--- config.mk ---
export PLATFORM = sky130hd
export DESIGN_NAME = lsc_access_unit
export DESIGN_NICKNAME = d
export VERILOG_FILES = /design/src/logic/lsc_pkg.sv /design/src/logic/lsc_lane_gen.sv /design/src/logic/lsc_access_unit.sv
export SDC_FILE = /design/constraint.sdc
export NUM_CORES = 1
export LEC_CHECK = 0
export BUFFER_PORTS_ARGS = -buffer_cell sky130_fd_sc_hd__buf_2
export CAP_MARGIN = 20
export CORE_AREA = 2 2 295 297
export DETAILED_ROUTE_END_ITERATION = 12
export DIE_AREA = 0 0 297 299
export GPL_ROUTABILITY_DRIVEN = 0
export PLACE_DENSITY = 0.58
export SETUP_SLACK_MARGIN = 0.2
export SLEW_MARGIN = 20
export SYNTH_ARGS = -nofsm -noshare
export SYNTH_HDL_FRONTEND = slang
export SYNTH_SLANG_ARGS = --single-unit
--- constraint.sdc ---
create_clock -name core_clk -period 38.1 [get_ports core_clk]
set_input_delay 7.62 -clock core_clk [delete_from_list [all_inputs] [get_ports core_clk]]
set_output_delay 7.62 -clock core_clk [all_outputs]
set_load 0.1 [all_outputs]
--- src/logic/lsc_pkg.sv ---
// Package of constants and types for the load/store and coprocessor access block.
package lsc_pkg;
  localparam int          LSC_ELEM_BYTES    = 8;
  localparam int          LSC_ADDR_W        = 64;
  localparam int          LSC_LANE_BITS_32  = 2;
  localparam int          LSC_LANE_BITS_64  = 3;
  localparam logic [2:0]  LSC_LEN_BYTE      = 3'h0;
  localparam logic [2:0]  LSC_LEN_HALF      = 3'h1;
  localparam logic [2:0]  LSC_LEN_WORD      = 3'h3;
  localparam logic [2:0]  LSC_LEN_DOUBLE    = 3'h7;
  localparam logic [2:0]  LSC_AR_MISALIGN   = 3'h2;
  localparam logic [1:0]  LSC_CP_SYSCTL     = 2'h0;
  localparam logic [2:0]  LSC_ATTR_UNCACHED = 3'h2;
  localparam logic [2:0]  LSC_ATTR_CACHED   = 3'h3;
  localparam logic [63:0] LSC_SEG_MASK      = 64'hFFFF_FFFF_E000_0000;
  localparam logic [63:0] LSC_SEG_KSEG0     = 64'hFFFF_FFFF_8000_0000;
  localparam logic [63:0] LSC_SEG_KSEG1     = 64'hFFFF_FFFF_A000_0000;
  localparam logic [63:0] LSC_PHYS_MASK     = 64'h0000_0000_1FFF_FFFF;

  typedef enum logic [2:0] {
    LSC_OP_LOAD,
    LSC_OP_STORE,
    LSC_OP_CWLOAD,
    LSC_OP_CDLOAD,
    LSC_OP_CWSTORE,
    LSC_OP_CDSTORE,
    LSC_OP_CFUNC,
    LSC_OP_NONE
  } lsc_op_t;
endpackage

--- src/logic/lsc_lane_gen.sv ---
// Byte lane and data positioning within one memory element.
`timescale 1ns/1ps
module lsc_lane_gen
  import lsc_pkg::*;
#(
  parameter int ELEM_BYTES = LSC_ELEM_BYTES
) (
  // Access description.
  input  wire logic [2:0]              accessByteCount,
  input  wire logic [2:0]              lowAddr,
  input  wire logic                    bigEndian,
  input  wire logic [63:0]             storeValue,
  // Lanes and positioned data.
  output logic      [ELEM_BYTES-1:0]   laneMask,
  output logic      [63:0]             laneData
);
  if (ELEM_BYTES != 4 && ELEM_BYTES != 8) begin : g_bad_elem
    $error("ELEM_BYTES must be 4 or 8");
  end

  localparam int LB = (ELEM_BYTES == 8) ? LSC_LANE_BITS_64 : LSC_LANE_BITS_32;

  // Lowest lane used; the address names the lowest lane when little-endian and the highest lane when big-endian.
  logic [2:0] baseLane;
  logic [3:0] nBytes;
  logic [6:0] shiftBits;

  always_comb begin
    nBytes = {1'b0, accessByteCount} + 4'h1;
    if (bigEndian)
      baseLane = 3'(ELEM_BYTES) - 3'(lowAddr[LB-1:0]) - nBytes[2:0];
    else
      baseLane = 3'(lowAddr[LB-1:0]);
    laneMask = ELEM_BYTES'(((16'h1 << nBytes) - 16'h1) << baseLane);
    shiftBits = {baseLane, 3'h0};
    laneData = storeValue << shiftBits;
  end
endmodule

--- src/logic/lsc_access_unit.sv ---
// Load/store address, translation, lane and coprocessor transfer unit.
`timescale 1ns/1ps
module lsc_access_unit
  import lsc_pkg::*;
#(
  parameter int ELEM_BYTES = LSC_ELEM_BYTES
) (
  // Clock and reset.
  input  wire logic                  core_clk,
  input  wire logic                  rst,
  // Request from the pipeline.
  input  wire logic                  reqValid,
  input  wire lsc_op_t               reqOp,
  input  wire logic [63:0]           virtualAddr,
  input  wire logic [2:0]            accessByteCount,
  input  wire logic                  instrOrDataSel,
  input  wire logic                  vectorAccess,
  input  wire logic                  bigEndian,
  input  wire logic [63:0]           storeData,
  input  wire logic [1:0]            coprocUnit,
  input  wire logic [4:0]            coprocRegSpecifier,
  input  wire logic [24:0]           coprocFunction,
  input  wire logic [2:0]            archRevisionField,
  // Translation lookup.
  output logic                       lookupValid,
  output logic [63:0]                lookupVirtualAddr,
  output logic                       lookupInstrOrData,
  input  wire logic                  lookupDone,
  input  wire logic                  lookupHit,
  input  wire logic                  lookupPermitted,
  input  wire logic [63:0]           lookupPhysAddr,
  input  wire logic [2:0]            lookupCacheAttr,
  // Memory hierarchy.
  output logic                       memValid,
  output logic                       memWrite,
  output logic [63:0]                memPhysAddr,
  output logic [2:0]                 memCacheAttr,
  output logic [2:0]                 memByteCount,
  output logic [ELEM_BYTES-1:0]      memByteEnable,
  output logic                       memFillElement,
  output logic                       memInstrOrData,
  output logic [63:0]                memWriteData,
  input  wire logic                  memDone,
  input  wire logic [63:0]           memReadData,
  // Coprocessor ports.
  output logic                       cpValid,
  output logic [1:0]                 cpUnit,
  output logic [4:0]                 cpRegSpecifier,
  output logic                       cpWordLoad,
  output logic                       cpDoubleLoad,
  output logic                       cpWordStore,
  output logic                       cpDoubleStore,
  output logic                       cpFunctionIssue,
  output logic [24:0]                cpFunction,
  output logic [63:0]                cpLoadData,
  input  wire logic                  cpStoreValid,
  input  wire logic [63:0]           cpStoreData,
  // Completion to the pipeline.
  output logic                       respValid,
  output logic [63:0]                respElement,
  output logic [ELEM_BYTES-1:0]      respByteValid,
  output logic                       respFault,
  output logic                       respMisalignTrap,
  output logic                       misalignSupported,
  output logic                       busy
);
  if (ELEM_BYTES != 4 && ELEM_BYTES != 8) begin : g_bad_elem
    $error("ELEM_BYTES must be 4 or 8");
  end

  localparam int LB = (ELEM_BYTES == 8) ? LSC_LANE_BITS_64 : LSC_LANE_BITS_32;

  typedef enum logic [2:0] {
    ST_IDLE,
    ST_XLATE,
    ST_CPGET,
    ST_MEM,
    ST_CPPUT,
    ST_DONE
  } lsc_state_t;

  typedef struct packed {
    lsc_state_t            state;
    lsc_op_t               op;
    logic [63:0]           virtual_addr;
    logic [2:0]            cnt;
    logic                  instr_or_data_sel;
    logic                  big;
    logic [63:0]           data;
    logic [1:0]            unit;
    logic [4:0]            spec;
    logic [24:0]           func;
    logic                  lookupValid;
    logic                  memValid;
    logic                  memWrite;
    logic [63:0]           memPhysAddr;
    logic [2:0]            memCacheAttr;
    logic [ELEM_BYTES-1:0] memByteEnable;
    logic                  memFill;
    logic [63:0]           memWriteData;
    logic                  cpValid;
    logic [5:0]            cpKind;
    logic [63:0]           cpLoadData;
    logic                  respValid;
    logic [63:0]           respElement;
    logic [ELEM_BYTES-1:0] respByteValid;
    logic                  respFault;
    logic                  respMisalign;
    logic                  misalignOk;
    logic                  busy;
  } lsc_regs_t;

  lsc_regs_t r_reg;
  lsc_regs_t r_next;

  // Lanes are computed from the captured request.
  logic [ELEM_BYTES-1:0] laneMask;
  logic [63:0]           laneData;

  lsc_lane_gen #(
    .ELEM_BYTES      (ELEM_BYTES)
  ) u_lanes (
    .accessByteCount (r_reg.cnt),
    .lowAddr         (r_reg.virtual_addr[2:0]),
    .bigEndian       (r_reg.big),
    .storeValue      (r_reg.data),
    .laneMask        (laneMask),
    .laneData        (laneData)
  );

  // True when the access runs past the end of its memory element, or is a half, word or double access not aligned to its size.
  function automatic logic misaligned(input logic [63:0] va,
                                      input logic [2:0] cnt);
    logic [3:0] endByte;
    endByte = {1'b0, 3'(va[LB-1:0])} + {1'b0, cnt};
    return (endByte >= 4'(ELEM_BYTES)) || ((va[2:0] & cnt) != 3'h0 &&
           (cnt == LSC_LEN_HALF || cnt == LSC_LEN_WORD ||
            cnt == LSC_LEN_DOUBLE));
  endfunction

  function automatic logic is_load(input lsc_op_t op);
    return op == LSC_OP_LOAD || op == LSC_OP_CWLOAD || op == LSC_OP_CDLOAD;
  endfunction

  // Index of the lowest enabled lane.
  function automatic logic [2:0] laneBase(input logic [ELEM_BYTES-1:0] m);
    logic [2:0] idx;
    idx = 3'h0;
    for (int i = ELEM_BYTES - 1; i >= 0; i--) begin
      if (m[i])
        idx = 3'(i);
    end
    return idx;
  endfunction

  logic [63:0] segBase;

  always_comb begin
    r_next = r_reg;
    r_next.respValid = 1'b0;
    r_next.misalignOk = (archRevisionField >= LSC_AR_MISALIGN);
    segBase = r_reg.virtual_addr & LSC_SEG_MASK;
    unique case (r_reg.state)
      ST_IDLE: begin
        if (reqValid && reqOp != LSC_OP_NONE) begin
          r_next.op   = reqOp;
          r_next.virtual_addr = virtualAddr;
          r_next.instr_or_data_sel = instrOrDataSel;
          r_next.big  = bigEndian;
          r_next.unit = coprocUnit;
          r_next.spec = coprocRegSpecifier;
          r_next.func = coprocFunction;
          r_next.data = storeData;
          r_next.respFault = 1'b0;
          r_next.respMisalign = 1'b0;
          unique case (reqOp)
            LSC_OP_CWLOAD, LSC_OP_CWSTORE: r_next.cnt = LSC_LEN_WORD;
            LSC_OP_CDLOAD, LSC_OP_CDSTORE: r_next.cnt = LSC_LEN_DOUBLE;
            default: r_next.cnt = accessByteCount;
          endcase
          if (reqOp == LSC_OP_CFUNC) begin
            r_next.cpValid = 1'b1;
            r_next.cpKind = 6'h20;
            r_next.state = ST_DONE;
          end else if (reqOp != LSC_OP_LOAD && reqOp != LSC_OP_STORE &&
                       coprocUnit == LSC_CP_SYSCTL) begin
            r_next.respFault = 1'b1;
            r_next.state = ST_DONE;
          end else if (misaligned(virtualAddr, r_next.cnt) && !vectorAccess
                       && archRevisionField < LSC_AR_MISALIGN) begin
            r_next.respMisalign = 1'b1;
            r_next.state = ST_DONE;
          end else begin
            // Vector accesses pass even when misaligned.
            r_next.state = ST_XLATE;
          end
        end
      end
      ST_XLATE: begin
        if (segBase == LSC_SEG_KSEG0 || segBase == LSC_SEG_KSEG1) begin
          r_next.memPhysAddr = r_reg.virtual_addr & LSC_PHYS_MASK;
          r_next.memCacheAttr = (segBase == LSC_SEG_KSEG1) ?
                                LSC_ATTR_UNCACHED : LSC_ATTR_CACHED;
          r_next.state = ST_CPGET;
        end else if (!r_reg.lookupValid) begin
          r_next.lookupValid = 1'b1;
        end else if (lookupDone) begin
          r_next.lookupValid = 1'b0;
          if (!lookupHit || !lookupPermitted) begin
            r_next.respFault = 1'b1;
            r_next.state = ST_DONE;
          end else begin
            r_next.memPhysAddr = lookupPhysAddr;
            r_next.memCacheAttr = lookupCacheAttr;
            r_next.state = ST_CPGET;
          end
        end
      end
      ST_CPGET: begin
        if (r_reg.op == LSC_OP_CWSTORE || r_reg.op == LSC_OP_CDSTORE) begin
          if (!r_reg.cpValid) begin
            r_next.cpValid = 1'b1;
            r_next.cpKind = (r_reg.op == LSC_OP_CWSTORE) ? 6'h04 : 6'h08;
          end else if (cpStoreValid) begin
            r_next.cpValid = 1'b0;
            r_next.cpKind = 6'h00;
            r_next.data = (r_reg.op == LSC_OP_CWSTORE) ?
                          {32'h0, cpStoreData[31:0]} : cpStoreData;
            r_next.state = ST_MEM;
          end
        end else begin
          r_next.state = ST_MEM;
        end
      end
      ST_MEM: begin
        if (!r_reg.memValid) begin
          r_next.memValid = 1'b1;
          r_next.memWrite = !is_load(r_reg.op);
          r_next.memByteEnable = laneMask;
          r_next.memWriteData = laneData;
          r_next.memFill = is_load(r_reg.op) &&
                           r_reg.memCacheAttr != LSC_ATTR_UNCACHED;
          r_next.memPhysAddr = r_reg.memPhysAddr;
        end else if (memDone) begin
          r_next.memValid = 1'b0;
          r_next.memWrite = 1'b0;
          r_next.respElement = memReadData;
          r_next.respByteValid = (r_reg.memFill) ?
                                 '1 : r_reg.memByteEnable;
          if (r_reg.op == LSC_OP_CWLOAD || r_reg.op == LSC_OP_CDLOAD) begin
            r_next.cpValid = 1'b1;
            r_next.cpKind = (r_reg.op == LSC_OP_CWLOAD) ? 6'h01 : 6'h02;
            r_next.cpLoadData = (r_reg.op == LSC_OP_CWLOAD) ?
              {32'h0, 32'(memReadData >> {laneBase(r_reg.memByteEnable),
               3'h0})} : memReadData;
            r_next.state = ST_CPPUT;
          end else begin
            r_next.state = ST_DONE;
          end
        end
      end
      ST_CPPUT: begin
        r_next.cpValid = 1'b0;
        r_next.cpKind = 6'h00;
        r_next.state = ST_DONE;
      end
      ST_DONE: begin
        r_next.cpValid = 1'b0;
        r_next.cpKind = 6'h00;
        r_next.respValid = 1'b1;
        r_next.state = ST_IDLE;
      end
    endcase
    r_next.busy = (r_next.state != ST_IDLE);
  end

  always_ff @(posedge core_clk or posedge rst) begin
    if (rst) begin
      r_reg <= '0;
      r_reg.state <= ST_IDLE;
      r_reg.op <= LSC_OP_NONE;
    end else begin
      r_reg <= r_next;
    end
  end

  assign lookupValid       = r_reg.lookupValid;
  assign lookupVirtualAddr = r_reg.virtual_addr;
  assign lookupInstrOrData = r_reg.instr_or_data_sel;
  assign memValid          = r_reg.memValid;
  assign memWrite          = r_reg.memWrite;
  assign memPhysAddr       = r_reg.memPhysAddr;
  assign memCacheAttr      = r_reg.memCacheAttr;
  assign memByteCount      = r_reg.cnt;
  assign memByteEnable     = r_reg.memByteEnable;
  assign memFillElement    = r_reg.memFill;
  assign memInstrOrData    = r_reg.instr_or_data_sel;
  assign memWriteData      = r_reg.memWriteData;
  assign cpValid           = r_reg.cpValid;
  assign cpUnit            = r_reg.unit;
  assign cpRegSpecifier    = r_reg.spec;
  assign cpWordLoad        = r_reg.cpKind[0];
  assign cpDoubleLoad      = r_reg.cpKind[1];
  assign cpWordStore       = r_reg.cpKind[2];
  assign cpDoubleStore     = r_reg.cpKind[3];
  assign cpFunctionIssue   = r_reg.cpKind[5];
  assign cpFunction        = r_reg.func;
  assign cpLoadData        = r_reg.cpLoadData;
  assign respValid         = r_reg.respValid;
  assign respElement       = r_reg.respElement;
  assign respByteValid     = r_reg.respByteValid;
  assign respFault         = r_reg.respFault;
  assign respMisalignTrap  = r_reg.respMisalign;
  assign misalignSupported = r_reg.misalignOk;
  assign busy              = r_reg.busy;
endmodule

==> flow_metrics.env <==
export IMPL_outcome="complete, no violations"
export IMPL_hold_path_class="reg -> reg"
export IMPL_criticalPathCategory="in -> reg"
export IMPL_path_clk_slew_ns=0.06
export IMPL_die_area_sq_um=88800
export IMPL_cts_root_buffer="clkbuf_16"
export IMPL_totalWireLength_mm=93.3
export IMPL_cp_arrival_ns=10.18
export IMPL_crit_fanout=7
export IMPL_place_port_buffers=764
export IMPL_reg2reg_slack_ns=34.51
export IMPL_htreeDepth=2
export IMPL_slowest_delay_ns=0.58
export IMPL_fillCellCount=8933
export IMPL_syn_area_sq_um=25300
export IMPL_cp_depth=10
export IMPL_worst_setup_path_start_kind="primary input"
export IMPL_ctsLongestPathBuffers=3
export IMPL_cts_tree="done"
export IMPL_hpwl_mm=69.5
export IMPL_grt_max_degree=141
export IMPL_largest_reg_flops=71
export IMPL_grt_pass1_wl_mm=134
export IMPL_slew_violations=0
export IMPL_fp_row_count=108
export IMPL_slew_headroom_pct=29.5
export IMPL_critical_path_cell_chain="buf_2 > xor2_1 > mux2_2 > ha_1 > o21a_1 > a2111oi_0 > or4_1 > a41oi_1 > nor2_1 > o2111ai_1"
export IMPL_crit_path_top_delay_cell="a2111oi_0"
export IMPL_post_cts_buffers=0
export IMPL_cts_sinks=461
export IMPL_core_area_sq_um=85900
export IMPL_remaining_drc_errors=0
export IMPL_r2r_start="memByteCount[0]"
export IMPL_syn2layout_area_growth_pct=14.7
export IMPL_cp_num_buf_inv=1
export IMPL_fmax_mhz=103
export IMPL_cp_startpoint="reqOp[1]"
export IMPL_clkLatencyLatePin_ns=0.61
export IMPL_synth_area_per_cell_sq_um=9.89
export IMPL_postCtsHoldBufs=0
export IMPL_ant_nets=0
export IMPL_antenna_found_initial=21
export IMPL_wl_per_cell_microns=23.0
export IMPL_grt_pass1_vias=19000
export IMPL_first_iter_violations=1948
export IMPL_period_needed_ns=9.74
export IMPL_synth_edf_count=0
export IMPL_synth_fp_nets=2946
export IMPL_nNetsFinal=3243
export IMPL_cp_end_kind="flop"
export IMPL_setup_violations=0
export IMPL_die_w_microns=297
export IMPL_yosysSeqAreaShare_pct=45.6
export IMPL_initial_core_util_pct=29.4
export IMPL_drive_gt1_share_pct=38.6
export IMPL_worst_pin_slew_ns=1.06
export IMPL_ys_seq_elements=461
export IMPL_grt_remaining_overflow=0
export IMPL_chipHeight_microns=299
export IMPL_ios=766
export IMPL_async_reset_ff_share_pct=100
export IMPL_synth_warnings=0
export IMPL_vias=20500
export IMPL_r2r_cells=11
export IMPL_numCtsBuffers=53
export IMPL_endpoint="busy"
export IMPL_rsz0062_at_grt="false"
export IMPL_critPathRequiredTime_ns=38.54
export IMPL_finalHoldViolations=0
export IMPL_viasPerCell=5.07
export IMPL_post_cts_resized=0
export IMPL_ys_flop_type="dfrtp_1"
export IMPL_grt_usage_pct=20.1
export IMPL_synthCells=2558
export IMPL_fin_setup_tns_ns=0
export IMPL_dr_pass1_iters=5
export IMPL_crit_family="compound AO/OA/AOI/OAI gates"
export IMPL_fin_crit_sh_pct=25.6
export IMPL_cap_viol_max_count=0
export IMPL_r2r_end="memWriteData[52]"
export IMPL_yosysUniqueCellTypes=80
export IMPL_fin_worst_skew_ns=0.0278
[metal layers]
metal,GRT usage (%),vias up,part of all wire [%],wire [microns]
met5,0,-,0.048,45
met4,6.33,8,3.2,2960
met3,3.82,160,7.7,7140
met2,31.5,1004,46,43000
met1,28.0,10100,43,40200
li1,-,9259,-,-
[tightest hold or removal path, cell delays in order (launching register included)]
cell and delay (ns):
dfrtp_1 0.33, nand2_1 0.05, nand2_1 0.05
[cell families (layout without fill, tap and decap cells)]
family,count (synthesis),in the layout,synth area share [%]
xor gates and xnor gates,6,6,0.312
buffers and inverters,559,892,14.3
DFF,461,461,45.6
other,0,7,0
AOI/OAI and AO/OA,493,493,12.7
muxes,269,269,12.8
adders and majority gates,13,13,0.643
and+or+nand+nor,757,757,13.6
[cells in the final DEF, fill, tap and decap left out, drive strengths merged, types with 9 or more instances in the layout]
cell	n
nor3	12
mux2i	65
dfrtp	458
inv	12
nand4	20
ha	13
buf	790
a31o	9
or3	9
nor2	174
a221oi	18
nand2	303
a22o	64
a311o	9
o21ai	123
o31ai	10
mux4	24
nand3	147
mux2	180
clkinv	10
a31oi	70
and3	22
a211oi	10
nor2b	12
clkbuf	76
a21oi	116
nand3b	28
a22oi	32
[area by class of cell]
class                      count  area (sq um)  share of cell area [%]
tap                         1155          1450                    4.98
multi-input combinational   1538         10200                    35.3
inverter                      11          48.8                   0.168
clock buffer                  76          1530                    5.26
timing repair buffer         790          4060                    14.0
antenna                        7          17.5                  0.0604
sequential                   461         11500                    39.8
clock inverter                15           126                   0.436
[synth_stat cells (27+ instances only)]
library cell	count	share of area, %
buf_2	56	1.1
a31oi_1	70	1.7
a22o_1	64	2.2
mux2i_1	63	2.5
nor2_1	173	2.6
nand3_1	147	2.9
buf_4	379	11
nand3b_1	27	0.80
clkbuf_1	100	1.5
nand2_1	302	4.5
mux2_2	179	8.0
o21ai_0	119	2.4
a21oi_1	116	2.3
dfrtp_1	458	45
a22oi_1	32	0.95
[worst min path at each step]
stage / from / end / slack [ns] / cells past startpoint
5_1_grt: cpLoadData[53] / cpLoadData[53] / 0.48 / 2
6_report: cpLoadData[37] / cpLoadData[37] / 0.46 / 2
3_5_place_dp: cpLoadData[50] / cpLoadData[50] / 0.45 / 2
3_3_place_gp: cpLoadData[59] / cpLoadData[59] / 0.45 / 2
2_1_floorplan: cpLoadData[32] / cpLoadData[32] / 0.44 / 2
4_1_cts: cpLoadData[50] / cpLoadData[50] / 0.46 / 2
[through the flow]
step	area [sq um]	util, %	instances	hold slack (ns)	setup WS (ns)
final	29000	33.8	4053	0.463	28.36
after global placement	27300	31.8	3952	0.447	27.58
after detailed placement	27300	31.8	3953	0.450	27.54
after floorplan	25300	-	2558	0.440	17.63
after global routing	29000	33.8	4050	0.485	28.19
after CTS	29000	33.7	4044	0.463	28.20
Power is not shown: default switching activity piles up to over one toggle a cycle in this logic, so the estimate is an artifact.
